### config.mk
export PLATFORM = sky130hd
export DESIGN_NAME = cis_regs
export DESIGN_NICKNAME = d
export VERILOG_FILES = /design/src/logic/cis_pkg.sv /design/src/logic/cis_regs.sv /design/src/logic/cis_slew.sv
export VERILOG_INCLUDE_DIRS = /design/src /design/src/logic
export SDC_FILE = /design/constraint.sdc
export NUM_CORES = 1
export LEC_CHECK = 0
export BUFFER_PORTS_ARGS = -buffer_cell sky130_fd_sc_hd__buf_2
export CAP_MARGIN = 20
export CORE_AREA = 2 2 219 221
export CTS_CLUSTER_SIZE = 25
export DETAILED_ROUTE_END_ITERATION = 12
export DIE_AREA = 0 0 221 223
export GPL_TIMING_DRIVEN = 0
export SYNTH_ARGS = -nofsm -noshare
export SYNTH_HDL_FRONTEND = slang
export SYNTH_HIERARCHICAL = 1
export SYNTH_SLANG_ARGS = --single-unit
### constraint.sdc
create_clock -name clk -period 6.1 [get_ports clk]
set_input_delay 0.915 -clock clk [delete_from_list [all_inputs] [get_ports clk]]
set_output_delay 0.915 -clock clk [all_outputs]
set_load 0.02 [all_outputs]
### src/logic/cis_map.svh
// Address map, field positions and reset values of the channel select and test registers
`ifndef CIS_MAP_SVH
`define CIS_MAP_SVH
// ==========================================
// Per-channel offsets (channel n adds n times the stride)
`define CIS_CH_STRIDE 8'h10
`define CIS_SEL_OFS 8'h01
`define CIS_SLEWRD_OFS 8'h01
`define CIS_PHASE_OFS 8'h06
`define CIS_CODESEL_OFS 8'h0d
`define CIS_SLEWLD_OFS 8'h0e
`define CIS_CNTL_OFS 8'h0f
// ==========================================
// Broadcast offsets
`define CIS_SEL_ALL 8'h71
`define CIS_PHASE_ALL 8'h76
// ==========================================
// 20 ms epoch registers
`define CIS_EPOCH_BASE 8'ha3
`define CIS_EPOCH_STRIDE 8'h04
`define CIS_EPOCH_ALL 8'hbf
// ==========================================
// Field positions
`define CIS_TEST_BIT 6
`define CIS_EPOCH_MSB 5
`define CIS_MODE_BIT 0
`define CIS_RB_SRC_BIT 13
`define CIS_SEL_MSB 3
`define CIS_PHASE_MSB 10
`define CIS_SLEW_MSB 10
`define CIS_CODE_MSB 7
// ==========================================
// Encodings and reset values
`define CIS_SEL_SELFTEST 4'ha
`define CIS_SEL_GROUND 4'hb
`define CIS_SEL_PORTS 4'ha
`define CIS_CODE_DUP 8'h25
`define CIS_CODE_CANON 8'h22
`define CIS_SEL_RST 4'hb
`define CIS_CNTL_RST 16'h0000
`define CIS_CODE_RST 8'h00
`define CIS_EPOCH_RST 6'h00
`define CIS_SLEW_RST 11'h000
`define CIS_NUM_CH 6
`endif

### src/logic/cis_pkg.sv
// Types shared by the channel select and test register files
package cis_pkg;
   // ==========================================
   // Microprocessor bus request
   typedef struct packed {
      logic wr;
      logic rd;
      logic [7:0] addr;
      logic [15:0] wdata;
   } cis_bus_t;
   // ==========================================
   // Per-channel events from the correlator core
   typedef struct packed {
      logic osc_msb;
      logic dump;
      logic tick;
      logic slew_step;
   } cis_chan_in_t;
   // ==========================================
   // Per-channel controls toward the correlator core
   typedef struct packed {
      logic sig_sign;
      logic sig_mag;
      logic phase_load;
      logic [10:0] phase_val;
      logic epoch_load;
      logic [5:0] epoch_val;
      logic test_mode;
      logic preset_mode;
      logic [7:0] code_sel;
      logic slew_enabled;
   } cis_chan_out_t;
endpackage : cis_pkg

### src/logic/cis_regs.sv
// Six-channel input select, code phase test preload and slew read-back registers
// Contract
// - Input select writes accepted anytime; 4-bit field picks port 0-9, self-test, ground.
// - Self-test selection feeds the channel with internal self-test sign and magnitude.
// - Phase preload accepted only with test mode high and oscillator MSB low.
// - Accepted preload loads the 11-bit code phase counter from the data bus.
// - Broadcast preload acts only on channels whose test mode bit is set.
// - Slew read-back allowed anytime; bits 10-0 show the live slew count.
// - Read-back bit 12 mirrors control bit 13; bits 15-13 undefined.
// - Read-back bit 11 is 0 at zero count, 1 if nonzero or disabled.
// - Update mode enables slew counting after load and a later dump.
// - Preset mode loads and enables slew on tick if epoch was written.
// - Code selections 34 and 37 use identical generator seeds.
// - Test mode is epoch bit 6, cleared by reset, normal when low.
// - Epoch writes apply immediately in update mode, after next tick in preset.
`timescale 1ns/1ps
`default_nettype none
`include "cis_map.svh"
module cis_regs (
   input wire logic clk, // System clock
   input wire logic rst, // Synchronous reset, high
   input wire cis_pkg::cis_bus_t bus, // Microprocessor access
   output logic [15:0] rdata_q, // Read data
   input wire logic [9:0] port_sign, // Input port sign pins
   input wire logic [9:0] port_mag, // Input port magnitude pins
   input wire logic selftest_sign_out, // Internal self-test sign
   input wire logic selftest_magnitude_out, // Internal self-test magnitude
   input wire cis_pkg::cis_chan_in_t [5:0] ch_in, // Core events per channel
   output var cis_pkg::cis_chan_out_t [5:0] ch_out // Controls per channel
);
   import cis_pkg::*;

   // ==========================================
   // Pin synchronisers
   logic [9:0] sign_m_q, sign_s_q, mag_m_q, mag_s_q;
   always_ff @(posedge clk) begin
      if (rst) begin
         sign_m_q <= 10'h000;
         sign_s_q <= 10'h000;
         mag_m_q <= 10'h000;
         mag_s_q <= 10'h000;
      end else begin
         sign_m_q <= port_sign;
         sign_s_q <= sign_m_q;
         mag_m_q <= port_mag;
         mag_s_q <= mag_m_q;
      end
   end

   logic [15:0] slew_word [`CIS_NUM_CH];
   logic [5:0] rd_hit;

   // ==========================================
   // Channels
   genvar g;
   generate
      for (g = 0; g < `CIS_NUM_CH; g++) begin : gch
         localparam logic [7:0] BASE = 8'(g * `CIS_CH_STRIDE);
         localparam logic [7:0] EPOCH_ADDR = 8'(`CIS_EPOCH_BASE + g * `CIS_EPOCH_STRIDE);
         logic [3:0] sel_q, sel_d;
         logic [15:0] cntl_q, cntl_d;
         logic [7:0] code_q, code_d;
         logic test_q, test_d;
         logic sign_q, sign_d, mag_q, mag_d;
         logic phase_load_q, phase_load_d;
         logic [10:0] phase_val_q, phase_val_d;
         logic own_sel, own_phase, own_slew, own_cntl, own_code, own_epoch;
         logic phase_ok;
         logic [10:0] count;
         logic enabled;
         logic epoch_load;
         logic [5:0] epoch_out;

         assign own_sel = bus.wr && (bus.addr == BASE + `CIS_SEL_OFS
                          || bus.addr == `CIS_SEL_ALL);
         assign own_phase = bus.wr && (bus.addr == BASE + `CIS_PHASE_OFS
                            || bus.addr == `CIS_PHASE_ALL);
         assign own_slew = bus.wr && bus.addr == BASE + `CIS_SLEWLD_OFS;
         assign own_cntl = bus.wr && bus.addr == BASE + `CIS_CNTL_OFS;
         assign own_code = bus.wr && bus.addr == BASE + `CIS_CODESEL_OFS;
         assign own_epoch = bus.wr && (bus.addr == EPOCH_ADDR
                            || bus.addr == `CIS_EPOCH_ALL);
         assign phase_ok = test_q && !ch_in[g].osc_msb;
         assign rd_hit[g] = bus.addr == BASE + `CIS_SLEWRD_OFS;

         always_comb begin
            sel_d = sel_q;
            cntl_d = cntl_q;
            code_d = code_q;
            test_d = test_q;
            phase_load_d = 1'b0;
            phase_val_d = phase_val_q;
            if (own_sel) begin
               sel_d = bus.wdata[`CIS_SEL_MSB:0];
            end
            if (own_cntl) begin
               cntl_d = bus.wdata;
            end
            if (own_code) begin
               code_d = bus.wdata[`CIS_CODE_MSB:0];
            end
            if (own_epoch) begin
               // The test bit is a static control, so it acts at once in both modes
               test_d = bus.wdata[`CIS_TEST_BIT];
            end
            if (own_phase && phase_ok) begin
               phase_load_d = 1'b1;
               phase_val_d = bus.wdata[`CIS_PHASE_MSB:0];
            end
            // Codes 12 to 15 are undefined and treated as ground
            if (sel_q < `CIS_SEL_PORTS) begin
               sign_d = sign_s_q[sel_q];
               mag_d = mag_s_q[sel_q];
            end else if (sel_q == `CIS_SEL_SELFTEST) begin
               sign_d = selftest_sign_out;
               mag_d = selftest_magnitude_out;
            end else begin
               sign_d = 1'b0;
               mag_d = 1'b0;
            end
         end

         always_ff @(posedge clk) begin
            if (rst) begin
               sel_q <= `CIS_SEL_RST;
               cntl_q <= `CIS_CNTL_RST;
               code_q <= `CIS_CODE_RST;
               test_q <= 1'b0;
               sign_q <= 1'b0;
               mag_q <= 1'b0;
               phase_load_q <= 1'b0;
               phase_val_q <= `CIS_SLEW_RST;
            end else begin
               sel_q <= sel_d;
               cntl_q <= cntl_d;
               code_q <= code_d;
               test_q <= test_d;
               sign_q <= sign_d;
               mag_q <= mag_d;
               phase_load_q <= phase_load_d;
               phase_val_q <= phase_val_d;
            end
         end

         cis_slew u_slew (
            .clk(clk),
            .rst(rst),
            .preset_mode(cntl_q[`CIS_MODE_BIT]),
            .slew_wr(own_slew),
            .slew_val(bus.wdata[`CIS_SLEW_MSB:0]),
            .epoch_wr(own_epoch),
            .epoch_val(bus.wdata[`CIS_EPOCH_MSB:0]),
            .dump(ch_in[g].dump),
            .tick(ch_in[g].tick),
            .step(ch_in[g].slew_step),
            .count_q(count),
            .enabled_q(enabled),
            .epoch_load_q(epoch_load),
            .epoch_out_q(epoch_out)
         );

         // Live count, not frozen during the read
         assign slew_word[g] = {3'h0, cntl_q[`CIS_RB_SRC_BIT],
                                !(enabled && count == `CIS_SLEW_RST),
                                count};

         assign ch_out[g].sig_sign = sign_q;
         assign ch_out[g].sig_mag = mag_q;
         assign ch_out[g].phase_load = phase_load_q;
         assign ch_out[g].phase_val = phase_val_q;
         assign ch_out[g].epoch_load = epoch_load;
         assign ch_out[g].epoch_val = epoch_out;
         assign ch_out[g].test_mode = test_q;
         assign ch_out[g].preset_mode = cntl_q[`CIS_MODE_BIT];
         // One seed table entry serves both duplicated codes
         assign ch_out[g].code_sel = (code_q == `CIS_CODE_DUP) ? `CIS_CODE_CANON
                                     : code_q;
         assign ch_out[g].slew_enabled = enabled;
      end
   endgenerate

   // ==========================================
   // Read-back
   logic [15:0] rdata_d;
   always_comb begin
      rdata_d = rdata_q;
      if (bus.rd) begin
         rdata_d = 16'h0000;
         for (int i = 0; i < `CIS_NUM_CH; i++) begin
            if (rd_hit[i]) begin
               rdata_d = slew_word[i];
            end
         end
      end
   end

   always_ff @(posedge clk) begin
      if (rst) begin
         rdata_q <= 16'h0000;
      end else begin
         rdata_q <= rdata_d;
      end
   end
endmodule : cis_regs
`default_nettype wire

### src/logic/cis_slew.sv
// Code slew counter with its enable sequencing and the 20 ms epoch load timing
`timescale 1ns/1ps
`default_nettype none
`include "cis_map.svh"
module cis_slew (
   input wire logic clk, // System clock
   input wire logic rst, // Synchronous reset, high
   input wire logic preset_mode, // Channel in preset mode
   input wire logic slew_wr, // Slew register write
   input wire logic [10:0] slew_val, // Slew value written
   input wire logic epoch_wr, // 20 ms epoch register write
   input wire logic [5:0] epoch_val, // Epoch value written
   input wire logic dump, // Accumulation dump event
   input wire logic tick, // Timing tick event
   input wire logic step, // Slew count step
   output logic [10:0] count_q, // Live slew count
   output logic enabled_q, // Counter enabled to count
   output logic epoch_load_q, // Epoch counter load pulse
   output logic [5:0] epoch_out_q // Epoch counter load value
);
   import cis_pkg::*;
   logic [10:0] count_d;
   logic enabled_d;
   logic loaded_q, loaded_d;
   logic [10:0] staged_q, staged_d;
   logic epoch_pend_q, epoch_pend_d;
   logic [5:0] epoch_stage_q, epoch_stage_d;
   logic epoch_load_d;
   logic [5:0] epoch_out_d;

   // ==========================================
   // Next state
   always_comb begin
      count_d = count_q;
      enabled_d = enabled_q;
      loaded_d = loaded_q;
      staged_d = staged_q;
      epoch_pend_d = epoch_pend_q;
      epoch_stage_d = epoch_stage_q;
      epoch_load_d = 1'b0;
      epoch_out_d = epoch_out_q;
      if (enabled_q && step && count_q != `CIS_SLEW_RST) begin
         count_d = count_q - 11'h001;
      end
      if (epoch_wr) begin
         if (preset_mode) begin
            epoch_pend_d = 1'b1;
            epoch_stage_d = epoch_val;
         end else begin
            epoch_load_d = 1'b1;
            epoch_out_d = epoch_val;
         end
      end
      if (preset_mode && tick && epoch_pend_q) begin
         epoch_load_d = 1'b1;
         epoch_out_d = epoch_stage_q;
         epoch_pend_d = epoch_wr;
         count_d = staged_q;
         enabled_d = 1'b1;
         loaded_d = 1'b0;
      end
      if (!preset_mode && dump && loaded_q) begin
         enabled_d = 1'b1;
         loaded_d = 1'b0;
      end
      if (slew_wr) begin
         // Preset mode defers the count to the tick; update mode loads it now
         staged_d = slew_val;
         if (!preset_mode) begin
            count_d = slew_val;
            loaded_d = 1'b1;
         end
         enabled_d = 1'b0;
      end
   end

   always_ff @(posedge clk) begin
      if (rst) begin
         count_q <= `CIS_SLEW_RST;
         enabled_q <= 1'b0;
         loaded_q <= 1'b0;
         staged_q <= `CIS_SLEW_RST;
         epoch_pend_q <= 1'b0;
         epoch_stage_q <= `CIS_EPOCH_RST;
         epoch_load_q <= 1'b0;
         epoch_out_q <= `CIS_EPOCH_RST;
      end else begin
         count_q <= count_d;
         enabled_q <= enabled_d;
         loaded_q <= loaded_d;
         staged_q <= staged_d;
         epoch_pend_q <= epoch_pend_d;
         epoch_stage_q <= epoch_stage_d;
         epoch_load_q <= epoch_load_d;
         epoch_out_q <= epoch_out_d;
      end
   end
endmodule : cis_slew
`default_nettype wire

# [Word level (Yosys, flattened, before mapping)]
# Index checks and enable logic that the tools add are counted.
[totals] input_bits=74 reg_bits=530 out_inout_bits=208 word_cells=536
[classes] eq_ne=57 muxes=180 order_cmp=12 reduce_logical=180 add_sub_neg=6
[ops] op="two-way mux 11 bit" count=24
[ops] op="== test 8 x 6 -> 1 bit, second input constant" count=16
[ops] op="two-way mux 1 bit" count=114
[ops] op="two-way mux 6 bit" count=18
[ops] op="== test 8 x 7 -> 1 bit, second input constant" count=12
[ops] op="logical AND 1 bit" count=90
[ops] op="zero test 11 bit" count=6
[ops] op="nonzero test 11 bit" count=6
[ops] op="subtractor 11 x 1 -> 11 bit, second input constant" count=6
[ops] op="two-way mux 16 bit" count=4
[ops] op="== test 8 bit, second input constant" count=7
[ops] op="binary-select mux 1 bit (select 4 bit)" count=12
[ops] op="two-way mux 8 bit" count=6
[ops] op="== test 8 x 5 -> 1 bit, second input constant" count=5
[ops] op="AND reduction 2 bit" count=18
[ops] op="nonzero test 2 bit" count=18
[ops] op="less-than comparator 4 x 5 -> 1 bit, second input constant" count=6
[ops] op="two-way mux 13 bit" count=2
[ops] op="== test 4 bit, second input constant" count=6
[ops] op="== test 8 x 4 -> 1 bit, second input constant" count=3
[ops] op="less-than comparator 4 bit, second input constant" count=6
[ops] op="zero test 1 bit" count=18
[ops] op="logical OR 1 bit" count=18
[ops] op="inequality test 2 x 1 -> 1 bit, second input constant" count=6
[ops] op="other kinds (3)" count=8

# [Longest topological paths before layout]
# Gate-level depths: netlist (run 1).
[depth] ltp_word=9 depth_mapped=13 depth_no_buf=8

# [Hierarchy]
# The synthesis (run 1) kept the hierarchy.
[by_module_without_submodules] mod="cis_regs" area_each_um2=10656.5 seq_area_each_um2=4544.4 cells_each=1144 n_inst=1
[by_module_without_submodules] mod="cis_slew (gch[0].u_slew ...)" area_each_um2=1716.6 seq_area_each_um2=760.7 cells_each=194 n_inst=5
[by_module_without_submodules] mod="cis_slew (gch[5].u_slew)" area_each_um2=1741.7 seq_area_each_um2=760.7 cells_each=197 n_inst=1

# [Worst setup path before layout (run 1)]
# OpenSTA, ideal clock, no wires.
[synth_timing] path_type="input port to flip-flop" from="in bus[21] in the netlist's numbering" to="reg gch[4].u_slew.count_q[3]" path_buffers=5 required_time_ps=6009 slack_ps=3286 setup_ps=91 path_stages=11 t_arrival_ps=2723 cell_sequence="buf_2 > buf_2 > nor2_1 > nand3b_1 > buf_2 > nor2_1 > clkbuf_1 > nor2b_1 > clkbuf_1 > nor2_1 > a311oi_1"
[synth_via] elab_chain_cells=3
[synth_rtl] item="from (decl)" line="cis_regs.sv:22" rtl="input wire cis_pkg::cis_bus_t bus,"
[synth_rtl] item="== test 8 x 7 -> 1 bit (no source line)"
[synth_rtl] item="logical AND 1 bit (no source line)"
[synth_rtl] item="via gch[4].own_slew" line="cis_regs.sv:67" rtl="logic own_sel, own_phase, own_slew, own_cntl, own_code, own_epoch;"
[synth_rtl] item="two-way mux 11 bit" line="cis_slew.sv:66" rtl="if (slew_wr) begin"
[synth_rtl] item="to (signal assigned)" line="cis_slew.sv:79" rtl="count_q <= `CIS_SLEW_RST;"
[synth_rtl] item="to (signal assigned)" line="cis_slew.sv:88" rtl="count_q <= count_d;"
[synth_rtl] item="to (decl)" line="cis_slew.sv:16" rtl="output logic [10:0] count_q,"
# The timed path passes the listed nets, and every way through them passes these cells.
# A chain may end at the register's enable or synchronous reset.

# [Worst setup path in the final report (run 1)]
[layout_timing] from="in bus[20] in the netlist's numbering" to="reg gch[1].u_slew.epoch_out_q[5]"
[layout_via] elab_chain_cells=5 word_cells_on_any_way=6 classes_between="eq/ne (2); reduce/logical (4)"
[layout_rtl] item="== test 8 bit (on tied branches)"
[layout_rtl] item="logical OR 1 bit (no source line) *"
[layout_rtl] item="logical AND 1 bit *" line="cis_regs.sv:81" rtl="assign own_epoch = bus.wr && (bus.addr == EPOCH_ADDR"
[layout_rtl] item="via gch[1].own_epoch" line="cis_regs.sv:67"
[layout_rtl] item="nonzero test 2 bit (no source line) *"
[layout_rtl] item="AND reduction 2 bit (no source line) *"
[layout_rtl] item="to (signal assigned)" line="cis_slew.sv:86" rtl="epoch_out_q <= `CIS_EPOCH_RST;"
[layout_rtl] item="to (signal assigned)" line="cis_slew.sv:95" rtl="epoch_out_q <= epoch_out_d;"
[layout_rtl] item="to (decl)" line="cis_slew.sv:19" rtl="output logic [5:0] epoch_out_q"
# Mark *: on every way through the listed nets, which the timed path passes. The rest lies on a longest branch.

==> impl_metrics.tcl, run 1 <==
set metrics [dict create \
    status "finished, final reports clean" \
    cpPeakStageDelay_ns 0.83 \
    cts_hold_buffers 0 \
    async_reset_ff_share_pct 0 \
    worstPathMaxFanout 10 \
    drv_slew 0 \
    dpl.cell_count 3198 \
    cp_common_cell "buf_4" \
    synth_top_area_share_pct 43.4 \
    hold_viol 0 \
    cp_top_family "simple AND/OR/NAND/NOR gates" \
    drt_iter0_drc 1541 \
    antenna_found_initial 7 \
    cts_buffers 50 \
    leakagePower_nw 10.1 \
    ys_dominant_reg_cell "dfxtp_1" \
    slew_headroom_pct 26.9 \
    gr-total-overflow 0 \
    viasPerCell 5.60 \
    cts_tree "yes" \
    critical_path_required_ns 6.60 \
    cts_buffer_depth 3 \
    critPathLaunchType "input port" \
    htreeDepth 2 \
    yosysSeqAreaShare_pct 43.4 \
    final_net_count 2715 \
    finalCritPeriodShare_pct 53.0 \
    powerDensity_mw_per_mm2 253 \
    peakVddDrop_uv 204 \
    post_drt_wl_per_cell_um 20.2 \
    grt_pass1_wl_um 102000 \
    finalCriticalPeriod_ns 3.23 \
    fin_util_pct 52.4 \
    layout.cells.non_filler 3290 \
    clockRootBuffer "clkbuf_16" \
    clock-sinks 455 \
    grt_max_degree 37 \
    yosys.area.top_type "dfxtp_1" \
    routed-via-count 18437 \
    skew_ns 0.0295 \
    endpoint_kind "register" \
    dieHeight_um 223 \
    synthDistinctLibCells 67 \
    yosysWarningCount 6 \
    clk_latency_ns 0.61 \
    path_cells "buf_2, buf_4, buf_4, and2_1, o21ai_0, nor3_1, clkbuf_1, nand2_1, mux2i_1, a211oi_1" \
    syn_to_final_growth_pct 17.8 \
    multiInputGateArea_mm2 0.0106 \
    max_freq_mhz 310 \
    grt_setup_unrepaired "false" \
    clk_pin_slew_ns 0.06 \
    fillers 4453 \
    cpMaxStageDelayCell "nor3_1" \
    syn_inst 2311 \
    post_cts_buffers 0 \
    drtAntennaViolNets 0 \
    drc 0 \
    synth_area_leaders "dfxtp_1, mux2i_1, nor2_1" \
    place_hpwl_um 47700 \
    dieArea_mm2 0.0493 \
    start_util_pct 44.5 \
    setup_viol 0 \
    io_buffer_count 270 \
    drive_gt1_share_pct 19.2 \
    num_rows 80 \
    wl_um 66400 \
    grt.total_usage_pct 26.1 \
    io_pins 282 \
    tns_ns 0 \
    hold_class "reg -> reg" \
    tightest_slew_ns 1.09 \
    syn_avg_cell_area_um2 9.08 \
    firstDrtPassIters 5 \
    seqCellArea_mm2 0.00911 \
    coreArea_mm2 0.0471 \
    grt_pass1_vias 17428 \
    synth_edf_count 0 \
    synth_seq_cells 455 \
    path_class "in -> reg" \
    netlist_area_mm2 0.0210 \
    die_x_um 221 \
    cap_violations 0 \
    arrival_ns 3.73 \
    cts_resized 0 \
    cp.buffers_inverters 4 \
    gp_congestion 0.898 \
]
[per-stage QoR]
step / total power, mW / cell area (um^2) / hold WS, ns / setup slack (ns)
5_1_grt: 6.44 / 24700 / 0.446 / 2.76
3_3_place_gp: 3.36 / 23100 / 0.426 / 2.44
3_5_place_dp: 3.36 / 23100 / 0.424 / 2.41
2_1_floorplan: 3.22 / 21000 / 0.414 / 3.29
6_report: 6.25 / 24700 / 0.435 / 2.87
4_1_cts: 6.31 / 24700 / 0.435 / 3.00
[per-layer routing]
layer  track usage (%)  up-vias  share of wire, %
li1                  -     8795                 -
met2              42.0      633                46
met4              9.01        8               3.0
met5                 0        -             0.077
met3              4.70      123               6.6
met1              35.4     8878                44
[power by group]
group,switching (mW),internal [mW],total (mW)
clock,1.24,1.71,2.94
combinational,0.209,0.0836,0.293
sequential,0.0177,2.99,3.01
total,1.46,4.78,6.25
[layout by cell type, fill, tap and decap left out, drive strengths merged, types with 14 or more instances in the layout]
| cell type | netlist | routed |
|---|---|---|
| nor4b | 16 | 16 |
| nand2b | 15 | 15 |
| xnor2 | 14 | 14 |
| a21oi | 156 | 156 |
| nand3 | 100 | 100 |
| nand4b | 24 | 24 |
| mux2i | 216 | 216 |
| o22ai | 48 | 48 |
| clkbuf | 138 | 219 |
| nor3 | 26 | 26 |
| inv | 28 | 29 |
| a22oi | 25 | 25 |
| buf | 97 | 367 |
| and2 | 19 | 19 |
| a211oi | 80 | 80 |
| and3 | 14 | 14 |
| nor2b | 68 | 68 |
| o21ai | 28 | 28 |
| mux4 | 37 | 37 |
| nor4 | 18 | 18 |
| nand2 | 224 | 224 |
| nor2 | 300 | 300 |
| dfxtp | 455 | 455 |
| a311oi | 23 | 23 |
| xor2 | 20 | 20 |
[flip-flops by register name, summed over array words and instances, names as in the netlist, 12 cells and up]
signal and cells:
gch.phase_val_q 66, gch.u_slew/count_q 66, gch.u_slew/staged_q 66, gch.code_q 48, gch.u_slew/epoch_out_q 36, gch.u_slew/epoch_stage_q 36
gch.sel_q 24, rdata_q 13, gch.cntl_q 12
[layout make-up]
type                    instances  share of cell area (%)
inverters                      28                   0.425
clock buffers                  81                    6.18
multi-input cells            1595                    43.0
plain buffers                 235                    4.67
repair buffers                270                    5.47
well taps                     615                    3.11
clock inverters                 8                   0.268
flip-flops and latches        455                    36.9
diodes                          3                  0.0304
[worst paths after layout]
path	from	endpoint	slack, ns	cells after the start
setup reg to reg	gch[5].u_slew/count_q[0]	gch[5].u_slew/count_q[10]	4.19	7
hold reg to reg	mag_m_q[8]	mag_s_q[8]	0.44	1
hold / removal	mag_m_q[8]	mag_s_q[8]	0.44	1
setup / recovery	bus[20]	gch[1].u_slew/epoch_out_q[5]	2.87	10
[synthesized netlist by cell type (all sizes together), types with 11 or more instances]
| master | number |
|---|---|
| nor2b | 68 |
| nand2b | 15 |
| nand3b | 12 |
| buf | 97 |
| a311oi | 23 |
| clkbuf | 138 |
| xor2 | 20 |
| and3 | 14 |
| and2 | 19 |
| nor2 | 300 |
| a22oi | 25 |
| nor4b | 16 |
| o21ai | 28 |
| mux2i | 216 |
| nor4 | 18 |
| inv | 28 |
| xnor2 | 14 |
| nand2 | 224 |
| a21oi | 156 |
| nand4b | 24 |
| a211oi | 80 |
| o22ai | 48 |
| o221ai | 11 |
| dfxtp | 455 |
| nor3 | 26 |
| nand3 | 100 |
| mux4 | 37 |
[cell families after synthesis]
family          after synthesis  synth area share [%]
other cells                   1                0.0179
mux                         253                  14.3
flops                       455                  43.4
fa+ha+maj                     6                 0.358
simple gates                880                  21.5
xor+xnor                     34                  1.42
buf+inv                     263                  6.00
compound gates              419                  13.0
Note: power is estimated with default switching activity, not from simulation.
==> run 2, diff against run 1 <==
--- a/config.mk
+++ b/config.mk
@@ -13,6 +13,7 @@
 export DETAILED_ROUTE_END_ITERATION = 12
 export DIE_AREA = 0 0 221 223
 export GPL_TIMING_DRIVEN = 0
+export PLACE_DENSITY = 0.67
 export SYNTH_ARGS = -nofsm -noshare
 export SYNTH_HDL_FRONTEND = slang
 export SYNTH_HIERARCHICAL = 1
==> constraint.sdc (replaced) <==
create_clock -name clk -period 2.95 [get_ports clk]
set_input_delay 0.4425 -clock clk [delete_from_list [all_inputs] [get_ports clk]]
set_output_delay 0.4425 -clock clk [all_outputs]
set_load 0.02 [all_outputs]
==> run 2 against run 1 <==
Combinational power grew 110%. Non-clock buffer count did not move. Flip-flop and latch count stayed put. Sequential power increased by 110%. Largest cell class unchanged. Clock power rose by 120%. Critical endpoint is now gch[2].u_slew/epoch_out_q[2]. Wire length grew 0.71%. Global-route usage down 0.20 points. Power is 110% higher. Clock-buffer cell count shrank 14.
==> impl_metrics.tcl, run 2 (synthesis gave the netlist of run 1 again) <==
set metrics [dict create \
    tightest_slew_ns 1.00 \
    cp.buffers_inverters 4 \
    final_common_cell "dfxtp_1" \
    cts_buffers 49 \
    hold_viol 0 \
    path_cells "buf_2, buf_4, buf_4, xnor2_1, nand2_1, nor3_1, clkbuf_1, nand2_1, mux2i_1, a211oi_1" \
    drc 0 \
    drv_slew 0 \
    gr-total-overflow 0 \
    met2_usage_pct 40.8 \
    coreArea_mm2 0.0471 \
    io_pins 282 \
    routed-via-count 18829 \
    cts_buffer_depth 3 \
    cts_hold_buffers 0 \
    clk_pin_slew_ns 0.06 \
    grt_pass1_vias 17641 \
    path_class "in -> reg" \
    sw_frac_of_total_pct 22.6 \
    multiInputGateArea_mm2 0.0106 \
    clockPowerShare_pct 49.0 \
    gp_congestion 0.932 \
    io_buffer_count 270 \
    post_cts_buffers 0 \
    dieArea_mm2 0.0493 \
    critical_path_required_ns 3.43 \
    max_freq_mhz 381 \
    cp_top_family "simple AND/OR/NAND/NOR gates" \
    clk_latency_ns 0.60 \
    seqPwrFrac_pct 46.5 \
    post_drt_wl_per_cell_um 20.3 \
    p_int_mw 10.4 \
    leakagePower_nw 10.2 \
    clock-sinks 455 \
    final_net_count 2714 \
    seqCellArea_mm2 0.00911 \
    hold_class "in -> reg" \
    htreeDepth 2 \
    total_power_mw 13.4 \
    cts_resized 0 \
    antenna_found_initial 14 \
    status "finished, final reports clean" \
    final_cell_mix "dfxtp_1, buf_2, nor2_1, nand2_1, mux2i_1" \
    dp_slack_ns -0.250 \
    finalCritPeriodShare_pct 89.0 \
    syn_to_final_growth_pct 18.5 \
    drive_gt1_share_pct 19.5 \
    drtAntennaViolNets 0 \
    grt_max_degree 37 \
    grt.total_usage_pct 25.9 \
    firstDrtPassIters 5 \
    fillers 4427 \
    arrival_ns 3.11 \
    busiest_layer "met2" \
    cpPeakStageDelay_ns 0.75 \
    dieHeight_um 223 \
    endpoint_kind "register" \
    wl_um 66900 \
    combPwrFrac_pct 4.5 \
    critPathLaunchType "input port" \
    finalCriticalPeriod_ns 2.62 \
    grt_setup_unrepaired "false" \
    slew_headroom_pct 33.1 \
    setup_viol 0 \
    cts_tree "yes" \
    p_sw_mw 3.02 \
    reg.largest.list "gch.phase_val_q x66, gch.u_slew/count_q x66, gch.u_slew/staged_q x66" \
    worstPathMaxFanout 10 \
    fin_ws_ns 0.326 \
    grtUsageMet1_pct 34.4 \
    met3_usage_pct 5.23 \
    die_x_um 221 \
    viasPerCell 5.71 \
    cpMaxStageDelayCell "nor3_1" \
    skew_ns 0.0296 \
    start_util_pct 44.5 \
    powerDensity_mw_per_mm2 539 \
    cap_violations 0 \
    peakVddDrop_uv 441 \
    drt_iter0_drc 1663 \
    clockRootBuffer "clkbuf_16" \
    grt_pass1_wl_um 101000 \
    num_rows 80 \
    place_hpwl_um 47700 \
]
-- run 2: cell count changes in the layout (fill, tap and decap cells not counted), moves of 3 or more --
cell	before	now
clkbuf_1	153	146
clkbuf_8	16	10
diode_2	3	8
inv_6	0	3
bufinv_16	0	8
-- run 2: power groups by stage --
stage	clock (mW)	combinational [mW]	sequential (mW)
6_report	6.56	0.607	6.22
3_5_place_dp	0	0.598	6.36
2_1_floorplan	0	0.299	6.35
4_1_cts	6.68	0.600	6.22
3_3_place_gp	0	0.588	6.36
5_1_grt	6.91	0.644	6.22
-- run 2: per-stage QoR --
stage / cells / util (%) / TNS (ns) / cell area [um^2] / hold slack (ns)
after CTS: 3287 / 52.7 / 0 / 24800 / 0.0408
after global placement: 3198 / 49.0 / -2.18 / 23100 / 0.426
after global routing: 3294 / 52.7 / 0 / 24900 / 0.0621
final: 3295 / 52.7 / 0 / 24900 / 0.0625
after detailed placement: 3198 / 49.0 / -3.42 / 23100 / 0.427
after floorplan: 2313 / - / 0 / 21000 / 0.414
-- run 2: routing by layer --
metal | up-vias | wire (um)
met5 | - | 67
met4 | 12 | 2590
met3 | 169 | 4780
met2 | 760 | 30600
met1 | 9074 | 28800
li1 | 8814 | -
-- run 2: area by class of cell --
type	instances	share of cell area, %
Antenna cell	8	0.0805
Buffer	235	4.64
Clock buffer	67	5.61
Clock inverter	22	1.33
Inverter	28	0.423
Multi-Input combinational cell	1595	42.7
Sequential cell	455	36.6
Tap cell	615	3.10
Timing Repair Buffer	270	5.44
-- run 2: path summary, 6_finish.rpt --
| check | startpoint | to | slack [ns] | cells past startpoint |
|---|---|---|---|---|
| min | port_sign[2] | sign_m_q[2] | 0.06 | 2 |
| max | bus[20] | gch[2].u_slew/epoch_out_q[2] | 0.33 | 10 |
| min reg2reg | mag_m_q[0] | mag_s_q[0] | 0.44 | 1 |
| max reg2reg | gch[4].cntl_q[0] | gch[4].u_slew/count_q[5] | 1.09 | 5 |
